==> config.mk <==
export PLATFORM = sky130hd
export DESIGN_NAME = csef_regs
export DESIGN_NICKNAME = d
export VERILOG_FILES = /design/src/core/csef_regs.v /design/src/core/csef_edge.v
export VERILOG_INCLUDE_DIRS = /design/src /design/src/core
export SDC_FILE = /design/constraint.sdc
export NUM_CORES = 1
export LEC_CHECK = 0
export BUFFER_PORTS_ARGS = -buffer_cell sky130_fd_sc_hd__buf_2
export CORE_ASPECT_RATIO = 0.7
export CORE_MARGIN = 2
export CORE_UTILIZATION = 45
export DETAILED_ROUTE_END_ITERATION = 16
export PLACE_DENSITY = 0.68
export SYNTH_ARGS = -nofsm -noshare
export SYNTH_HDL_FRONTEND = slang
export SYNTH_SLANG_ARGS = --single-unit
==> constraint.sdc <==
create_clock -name clk_i -period 3.2 [get_ports clk_i]
set_input_delay 0.16 -clock clk_i [delete_from_list [all_inputs] [get_ports clk_i]]
set_output_delay 0.16 -clock clk_i [all_outputs]
set_load 0.01 [all_outputs]
==> src/core/csef_map.vh <==
`ifndef CSEF_MAP_VH
`define CSEF_MAP_VH
// register offsets on the host register port
`define CSEF_OFS_ZONE 8'h0d
`define CSEF_OFS_FAULT 8'h0e
`define CSEF_OFS_FLAG1 8'h0f
`define CSEF_OFS_FLAG2 8'h10
// thermistor zone field of the zone status register
`define CSEF_ZONE_LSB 0
`define CSEF_ZONE_MSB 2
// thermistor zone codes
`define CSEF_ZONE_NORMAL 3'h0
`define CSEF_ZONE_WARM 3'h2
`define CSEF_ZONE_COOL 3'h3
`define CSEF_ZONE_COLD 3'h5
`define CSEF_ZONE_HOT 3'h6
// fault status bits
`define CSEF_FLT_OVP 7
`define CSEF_FLT_TSHUT 6
`define CSEF_FLT_TMR 4
// first event-flag register bits
`define CSEF_F1_ICR 6
`define CSEF_F1_IVR 5
`define CSEF_F1_DTR 4
`define CSEF_F1_WDE 3
`define CSEF_F1_CHG 0
// second event-flag register bits
`define CSEF_F2_PG 7
`define CSEF_F2_SRC 4
`define CSEF_F2_TZ 2
`define CSEF_F2_OPT 1
// reset values
`define CSEF_FLAGS_RST 8'h00
`define CSEF_BYTE_ZERO 8'h00
`endif

==> src/core/csef_regs.v <==
// Summary of operation
// RULE1 - thermistor zone reported in bits 2:0 of 0x0d with fixed zone codes
// RULE2 - all reserved bits in these registers read as zero
// RULE3 - fault bit 7 shows input over-voltage protection active
// RULE4 - fault bit 6 shows die thermal shutdown active
// RULE5 - fault bit 4 shows charge safety timer expired
// RULE6 - flag one bit 6 latches on input current regulation rising edge
// RULE7 - flag one bit 5 latches on input voltage regulation rising edge
// RULE8 - flag one bit 4 latches on die thermal regulation rising edge
// RULE9 - flag one bit 3 latches on watchdog-expired status rising edge
// RULE10 - flag one bit 0 latches on any charge phase change
// RULE11 - flag two bit 7 latches on power-good toggle either way
// RULE12 - flag two bit 4 latches on any input source type change
// RULE13 - flag two bit 2 latches on any thermistor zone change
// RULE14 - flag two bit 1 latches on any optimizer state change
// RULE15 - flags reset to zero on register reset, not on watchdog expiry
// RULE16 - unmasked flagged events give an interrupt pulse; masked ones do not
// RULE17 - flag holds until its register is read; a same-cycle event wins
// RULE18 - status fields follow live inputs; detection uses registered previous values
`timescale 1ns/10ps
`default_nettype none
`include "csef_map.vh"
module csef_regs (
  // clock and reset
  input wire clk_i,
  input wire reset_n_i,
  // software register reset, one-cycle pulse
  input wire reg_reset_i,
  // live charger conditions
  input wire [2:0] thermistor_zone_i,
  input wire input_overvoltage_active_i,
  input wire thermal_shutdown_active_i,
  input wire safety_timer_expired_i,
  input wire input_current_regulation_i,
  input wire input_voltage_regulation_i,
  input wire die_thermal_regulation_i,
  input wire watchdog_expired_status_i,
  input wire [2:0] charge_phase_i,
  input wire power_good_i,
  input wire [2:0] input_source_type_i,
  input wire [1:0] input_optimizer_state_i,
  // mask bits from the mask registers kept elsewhere, 1 suppresses
  input wire [7:0] flag1_mask_i,
  input wire [7:0] flag2_mask_i,
  // host register read port
  input wire rd_en_i,
  input wire [7:0] rd_addr_i,
  output reg [7:0] rd_data_o,
  // interrupt request pulse
  output reg int_pulse_o
);
  reg [2:0] zone_r;
  reg ovp_r;
  reg tshut_r;
  reg tmr_r;
  reg icr_r;
  reg ivr_r;
  reg dtr_r;
  reg wde_r;
  reg [2:0] phase_r;
  reg pg_r;
  reg [2:0] src_r;
  reg [1:0] opt_r;
  reg [7:0] flag1_r;
  reg [7:0] flag2_r;
  reg [7:0] flag1_nxt;
  reg [7:0] flag2_nxt;
  reg [7:0] rd_data_nxt;
  reg [7:0] zone_byte;
  reg [7:0] fault_byte;
  wire [7:0] ev1;
  wire [7:0] ev2;
  wire rd1;
  wire rd2;

  // sample live conditions once; status reads and detectors share these copies
  // no reset here: a zero reset value against a nonzero live input would be a false edge
  always @(posedge clk_i) begin
    zone_r <= thermistor_zone_i; // see RULE18
    ovp_r <= input_overvoltage_active_i;
    tshut_r <= thermal_shutdown_active_i;
    tmr_r <= safety_timer_expired_i;
    icr_r <= input_current_regulation_i;
    ivr_r <= input_voltage_regulation_i;
    dtr_r <= die_thermal_regulation_i;
    wde_r <= watchdog_expired_status_i;
    phase_r <= charge_phase_i;
    pg_r <= power_good_i;
    src_r <= input_source_type_i;
    opt_r <= input_optimizer_state_i;
  end

  // rising-edge detectors on the single-bit conditions
  csef_edge #(.W(1), .RISE_ONLY(1)) u_icr (
    .clk_i(clk_i), .reset_n_i(reset_n_i), .val_i(icr_r), .evt_o(ev1[`CSEF_F1_ICR])); // see RULE6
  csef_edge #(.W(1), .RISE_ONLY(1)) u_ivr (
    .clk_i(clk_i), .reset_n_i(reset_n_i), .val_i(ivr_r), .evt_o(ev1[`CSEF_F1_IVR])); // see RULE7
  csef_edge #(.W(1), .RISE_ONLY(1)) u_dtr (
    .clk_i(clk_i), .reset_n_i(reset_n_i), .val_i(dtr_r), .evt_o(ev1[`CSEF_F1_DTR])); // see RULE8
  csef_edge #(.W(1), .RISE_ONLY(1)) u_wde (
    .clk_i(clk_i), .reset_n_i(reset_n_i), .val_i(wde_r), .evt_o(ev1[`CSEF_F1_WDE])); // see RULE9
  // any-change detectors on fields and on power good
  csef_edge #(.W(3), .RISE_ONLY(0)) u_chg (
    .clk_i(clk_i), .reset_n_i(reset_n_i), .val_i(phase_r), .evt_o(ev1[`CSEF_F1_CHG])); // see RULE10
  csef_edge #(.W(1), .RISE_ONLY(0)) u_pg (
    .clk_i(clk_i), .reset_n_i(reset_n_i), .val_i(pg_r), .evt_o(ev2[`CSEF_F2_PG])); // see RULE11
  csef_edge #(.W(3), .RISE_ONLY(0)) u_src (
    .clk_i(clk_i), .reset_n_i(reset_n_i), .val_i(src_r), .evt_o(ev2[`CSEF_F2_SRC])); // see RULE12
  csef_edge #(.W(3), .RISE_ONLY(0)) u_tz (
    .clk_i(clk_i), .reset_n_i(reset_n_i), .val_i(zone_r), .evt_o(ev2[`CSEF_F2_TZ])); // see RULE13
  csef_edge #(.W(2), .RISE_ONLY(0)) u_opt (
    .clk_i(clk_i), .reset_n_i(reset_n_i), .val_i(opt_r), .evt_o(ev2[`CSEF_F2_OPT])); // see RULE14

  // unused event positions are reserved and never set
  assign ev1[7] = 1'b0;
  assign ev1[2:1] = 2'h0;
  assign ev2[6:5] = 2'h0;
  assign ev2[3] = 1'b0;
  assign ev2[0] = 1'b0;

  assign rd1 = rd_en_i && (rd_addr_i == `CSEF_OFS_FLAG1);
  assign rd2 = rd_en_i && (rd_addr_i == `CSEF_OFS_FLAG2);

  // sticky flags: read clears, but a same-cycle event is kept
  always @* begin
    flag1_nxt = (rd1 ? `CSEF_FLAGS_RST : flag1_r) | ev1; // see RULE17
    flag2_nxt = (rd2 ? `CSEF_FLAGS_RST : flag2_r) | ev2; // see RULE17
  end

  // watchdog expiry is deliberately not an input here, so it cannot clear the flags
  always @(posedge clk_i) begin
    if (!reset_n_i || reg_reset_i) begin
      flag1_r <= `CSEF_FLAGS_RST; // see RULE15
      flag2_r <= `CSEF_FLAGS_RST; // see RULE15
    end else begin
      flag1_r <= flag1_nxt;
      flag2_r <= flag2_nxt;
    end
  end

  // status bytes built from live samples, reserved bits held at zero
  always @* begin
    zone_byte = `CSEF_BYTE_ZERO; // see RULE2
    zone_byte[`CSEF_ZONE_MSB:`CSEF_ZONE_LSB] = zone_r; // see RULE1
    fault_byte = `CSEF_BYTE_ZERO;
    fault_byte[`CSEF_FLT_OVP] = ovp_r; // see RULE3
    fault_byte[`CSEF_FLT_TSHUT] = tshut_r; // see RULE4
    fault_byte[`CSEF_FLT_TMR] = tmr_r; // see RULE5
  end

  // read mux; flag reads return the value before the clear
  always @* begin
    case (rd_addr_i)
      `CSEF_OFS_ZONE: begin
        rd_data_nxt = zone_byte;
      end
      `CSEF_OFS_FAULT: begin
        rd_data_nxt = fault_byte;
      end
      `CSEF_OFS_FLAG1: begin
        rd_data_nxt = flag1_r;
      end
      `CSEF_OFS_FLAG2: begin
        rd_data_nxt = flag2_r;
      end
      default: begin
        rd_data_nxt = `CSEF_BYTE_ZERO; // see RULE2
      end
    endcase
  end

  // registered read data and interrupt pulse
  always @(posedge clk_i) begin
    if (!reset_n_i) begin
      rd_data_o <= `CSEF_BYTE_ZERO;
      int_pulse_o <= 1'b0;
    end else begin
      if (rd_en_i) begin
        rd_data_o <= rd_data_nxt;
      end
      // pulses per event, not per flag, so a still-set flag can fire again
      int_pulse_o <= |((ev1 & ~flag1_mask_i) | (ev2 & ~flag2_mask_i)); // see RULE16
    end
  end
endmodule
`default_nettype wire

==> src/core/csef_edge.v <==
`timescale 1ns/10ps
`default_nettype none
// change or rising-edge detector against a registered previous value
module csef_edge #(
  parameter W = 1,
  parameter RISE_ONLY = 0
) (
  // clock and reset
  input wire clk_i,
  input wire reset_n_i,
  // live value
  input wire [W-1:0] val_i,
  // one-cycle event
  output wire evt_o
);
  reg [W-1:0] prev_r;
  reg armed_r;

  // previous value; no event until one sample is held, so reset is not an edge
  always @(posedge clk_i) begin
    if (!reset_n_i) begin
      prev_r <= {W{1'b0}};
      armed_r <= 1'b0;
    end else begin
      prev_r <= val_i;
      armed_r <= 1'b1;
    end
  end

  assign evt_o = armed_r & (RISE_ONLY ? (val_i[0] & ~prev_r[0]) : (val_i != prev_r));
endmodule
`default_nettype wire

==> impl_metrics.json <==
{
  "cts_tree": "built",
  "hold_class": "in2reg",
  "cts-root-buf": "clkbuf_8",
  "setup_violations": 0,
  "cts_max_path_buffers": 2,
  "async_flop_share_pct": 0,
  "synthFlopType": "dfxtp_1",
  "rows": 19,
  "firstDrtPassIters": 4,
  "p_total_mw": 1.213,
  "clock_sinks": 54,
  "relSlewSlack_pct": 70.68,
  "leakage_nw": 1.017,
  "h-tree-depth": 2,
  "place_ws_ns": 1.728,
  "drc": 0,
  "synth_edf_count": 0,
  "start_util_pct": 47.30,
  "dp_hpwl_um": 2421,
  "io_pins": 56,
  "grt_overflow": 0,
  "p_comb_share_pct": 9.0,
  "max-vdd-ir-drop_mv": 0.3637,
  "placed_area_sq_um": 2146,
  "cp-end-kind": "flop",
  "ys_ff_latch": 54,
  "cap_violations": 0,
  "fin_tns_setup_ns": 0,
  "p_switching_mw": 0.2875,
  "final_nets": 289,
  "internal-power_mw": 0.9258,
  "instances_no_fill": 295,
  "final_hold_viol_count": 0,
  "cp.arrival_ns": 1.67,
  "switching_share_pct": 23.70,
  "antenna_found_initial": 0,
  "grt_pass1_wl_um": 5582,
  "syn_area_sq_um": 1867,
  "crit_required_ns": 3.41,
  "post_drt_wl_per_cell_um": 11.88,
  "syn_nets": 220,
  "cts_buffers": 5,
  "cts.reportedPaths.clkPinSlew_ns": 0.09,
  "die_width_um": 80.98,
  "die_h_um": 57.89,
  "final_cell_area_sq_um": 2430,
  "ff_latch_area_sq_um": 1081,
  "crit_type": "reg2reg",
  "clock_latency_ns": 0.31,
  "via_per_inst": 4.664,
  "status": "finished clean",
  "path_cells": "nor4bb_1 > nor4_1 > o21ai_0 > o31a_1",
  "clock_skew_ns": 0.004772,
  "nFillCells": 337,
  "rsz0062_at_grt": "false",
  "fmax_ghz": 0.6849,
  "synth.yosys.seq_area_share_pct": 57.91,
  "routed_wl_um": 3505,
  "postRouteAntennaNets": 0,
  "yosysWarnings": 0,
  "globalplace.congestion": 0.8706,
  "worst_slew_pin_slew_ns": 0.4392,
  "vias": 1376,
  "cpMaxStageDelayCell": "dfxtp_1",
  "pwr-share-seq_pct": 59.4,
  "setup_ws_ns": 1.740,
  "post-place-cells": 268,
  "crit_buf_inv": 0,
  "slew_viol_final": 0,
  "multi_input_area_sq_um": 729.5,
  "synthDistinctLibCells": 36,
  "track_usage_pct": 15.95,
  "grt_max_degree": 26,
  "antenna_cells": 0,
  "dieArea_sq_um": 4688,
  "clock_power_share_pct": 31.6,
  "grt_pass1_vias": 1293,
  "avgSynthCellArea_sq_um": 10.79,
  "areaGrowthSynthToFinish_pct": 30.16,
  "slowest_delay_ns": 0.46,
  "port_buffers": 48,
  "drive_above_1_share_pct": 24.69,
  "start_kind": "flop",
  "cp_max_fo": 15,
  "crit_family": "flip-flops",
  "fin_crit_sh_pct": 45.63,
  "min_period_ns": 1.460,
  "drt_iter0_markers": 49,
  "core_area_sq_um": 3946,
  "powerDensity_nw_per_um2": 499.3,
  "post_synth_inst_count": 173
}
-- path summary, 6_finish.rpt --
kind              cells past startpoint       endpoint  slack [ns]     startpoint
setup reg to reg                      4    int_pulse_o        1.74  u_src.armed_r
setup / recovery                      4    int_pulse_o        1.74  u_src.armed_r
hold / removal                        1  u_src.armed_r        0.19      reset_n_i
hold reg to reg                       2   rd_data_o[2]        0.45   rd_data_o[2]
-- layer usage --
metal | track usage [%] | part of all wire [%] | up-vias
li1 | - | - | 735
met1 | 21.19 | 51 | 588
met2 | 23.49 | 40 | 45
met3 | 6.231 | 7.4 | 8
met4 | 6.295 | 1.7 | 0
met5 | 0 | 0 | -
-- placed cells by master, fill, tap and decap left out, types with 2 or more instances in the layout --
| cell | Yosys | final |
|---|---|---|
| xnor2_1 | 9 | 9 |
| a22oi_1 | 3 | 3 |
| a21oi_1 | 2 | 2 |
| nand4_1 | 2 | 2 |
| dfxtp_1 | 54 | 54 |
| nor2b_1 | 4 | 4 |
| mux2i_1 | 3 | 3 |
| a31oi_1 | 2 | 2 |
| nand2_1 | 9 | 9 |
| nand2b_1 | 2 | 2 |
| nand3_1 | 5 | 5 |
| clkbuf_8 | 0 | 5 |
| o22ai_1 | 2 | 2 |
| and2_1 | 19 | 19 |
| and3_1 | 2 | 2 |
| o21ai_1 | 4 | 4 |
| nor2_1 | 7 | 7 |
| inv_1 | 8 | 8 |
| dlygate4sd3_1 | 0 | 19 |
| buf_2 | 0 | 48 |
| a32oi_1 | 5 | 5 |
| o21ai_0 | 2 | 2 |
| nor4bb_1 | 4 | 4 |
| o21a_1 | 3 | 3 |
| a2bb2oi_1 | 2 | 2 |
| nor4_1 | 3 | 3 |
| xor2_1 | 3 | 3 |
-- cell type report --
cell class	instances	share of cell area (%)
repair buffers	67	17.71
clock inverters	3	1.030
clock buffers	5	2.832
inverters	8	1.236
multi-input cells	106	30.02
flip-flops and latches	54	44.49
well taps	52	2.678
-- sequential cells by signal, summed over array words and instances, names as in the netlist, 2 cells and up --
register,count
flag2_r,4
flag1_r,5
u_src.prev_r,3
phase_r,3
opt_r,2
rd_data_o,8
u_chg.prev_r,3
u_opt.prev_r,2
u_tz.prev_r,3
zone_r,3
src_r,3
-- cell families (layout without fill, tap and decap cells) --
family,count (synthesis),count (layout),synth area share [%]
AO/OA/AOI/OAI,29,29,11.33
XOR/XNOR,12,12,5.631
buffers and inverters,13,83,3.016
flip-flops,54,54,57.91
multiplexers,3,3,1.609
AND/OR/NAND/NOR,62,62,20.51
-- repair_timing --
item / CTS / global route
hold buffers: 19 / 0
hold endpoints to repair: 19 / 0
buffers inserted: 0 / 0
gates resized for setup: 0 / 0
-- cells in the mapped netlist, types with 2 or more instances --
library cell / count / area, sq um
nand2b_1: 2 / 12.51
xor2_1: 3 / 26.28
xnor2_1: 9 / 78.83
nand4_1: 2 / 12.51
a32oi_1: 5 / 43.79
nand3_1: 5 / 25.02
o22ai_1: 2 / 12.51
a31oi_1: 2 / 12.51
o21ai_0: 2 / 10.01
nor4bb_1: 4 / 40.04
a2bb2oi_1: 2 / 17.52
inv_1: 8 / 30.03
and3_1: 2 / 12.51
nand2_1: 9 / 33.78
nor2b_1: 4 / 25.02
dfxtp_1: 54 / 1081
and2_1: 19 / 118.9
clkbuf_1: 3 / 11.26
o21ai_1: 4 / 20.02
mux2i_1: 3 / 30.03
a21oi_1: 2 / 10.01
nor2_1: 7 / 26.28
nor4_1: 3 / 18.77
a22oi_1: 3 / 22.52
o21a_1: 3 / 22.52
-- power groups by stage --
stage	Sequential, mW	Clock [mW]	Combinational, mW
finish	0.720	0.383	0.109
global route	0.724	0.427	0.122
CTS	0.721	0.397	0.110
detailed placement	0.736	0	0.0923
global placement	0.736	0	0.0906
floorplan	0.731	0	0.0569
-- per-stage QoR --
stage | hold WS (ns) | utilization [%]
after global routing | 0.2041 | 61.57
after global placement | 0.2620 | 54.38
final | 0.1904 | 61.57
after detailed placement | 0.2636 | 54.38
after CTS | 0.1937 | 61.57
after floorplan | 0.1877 | -
Note: power is estimated with default switching activity, not from simulation.
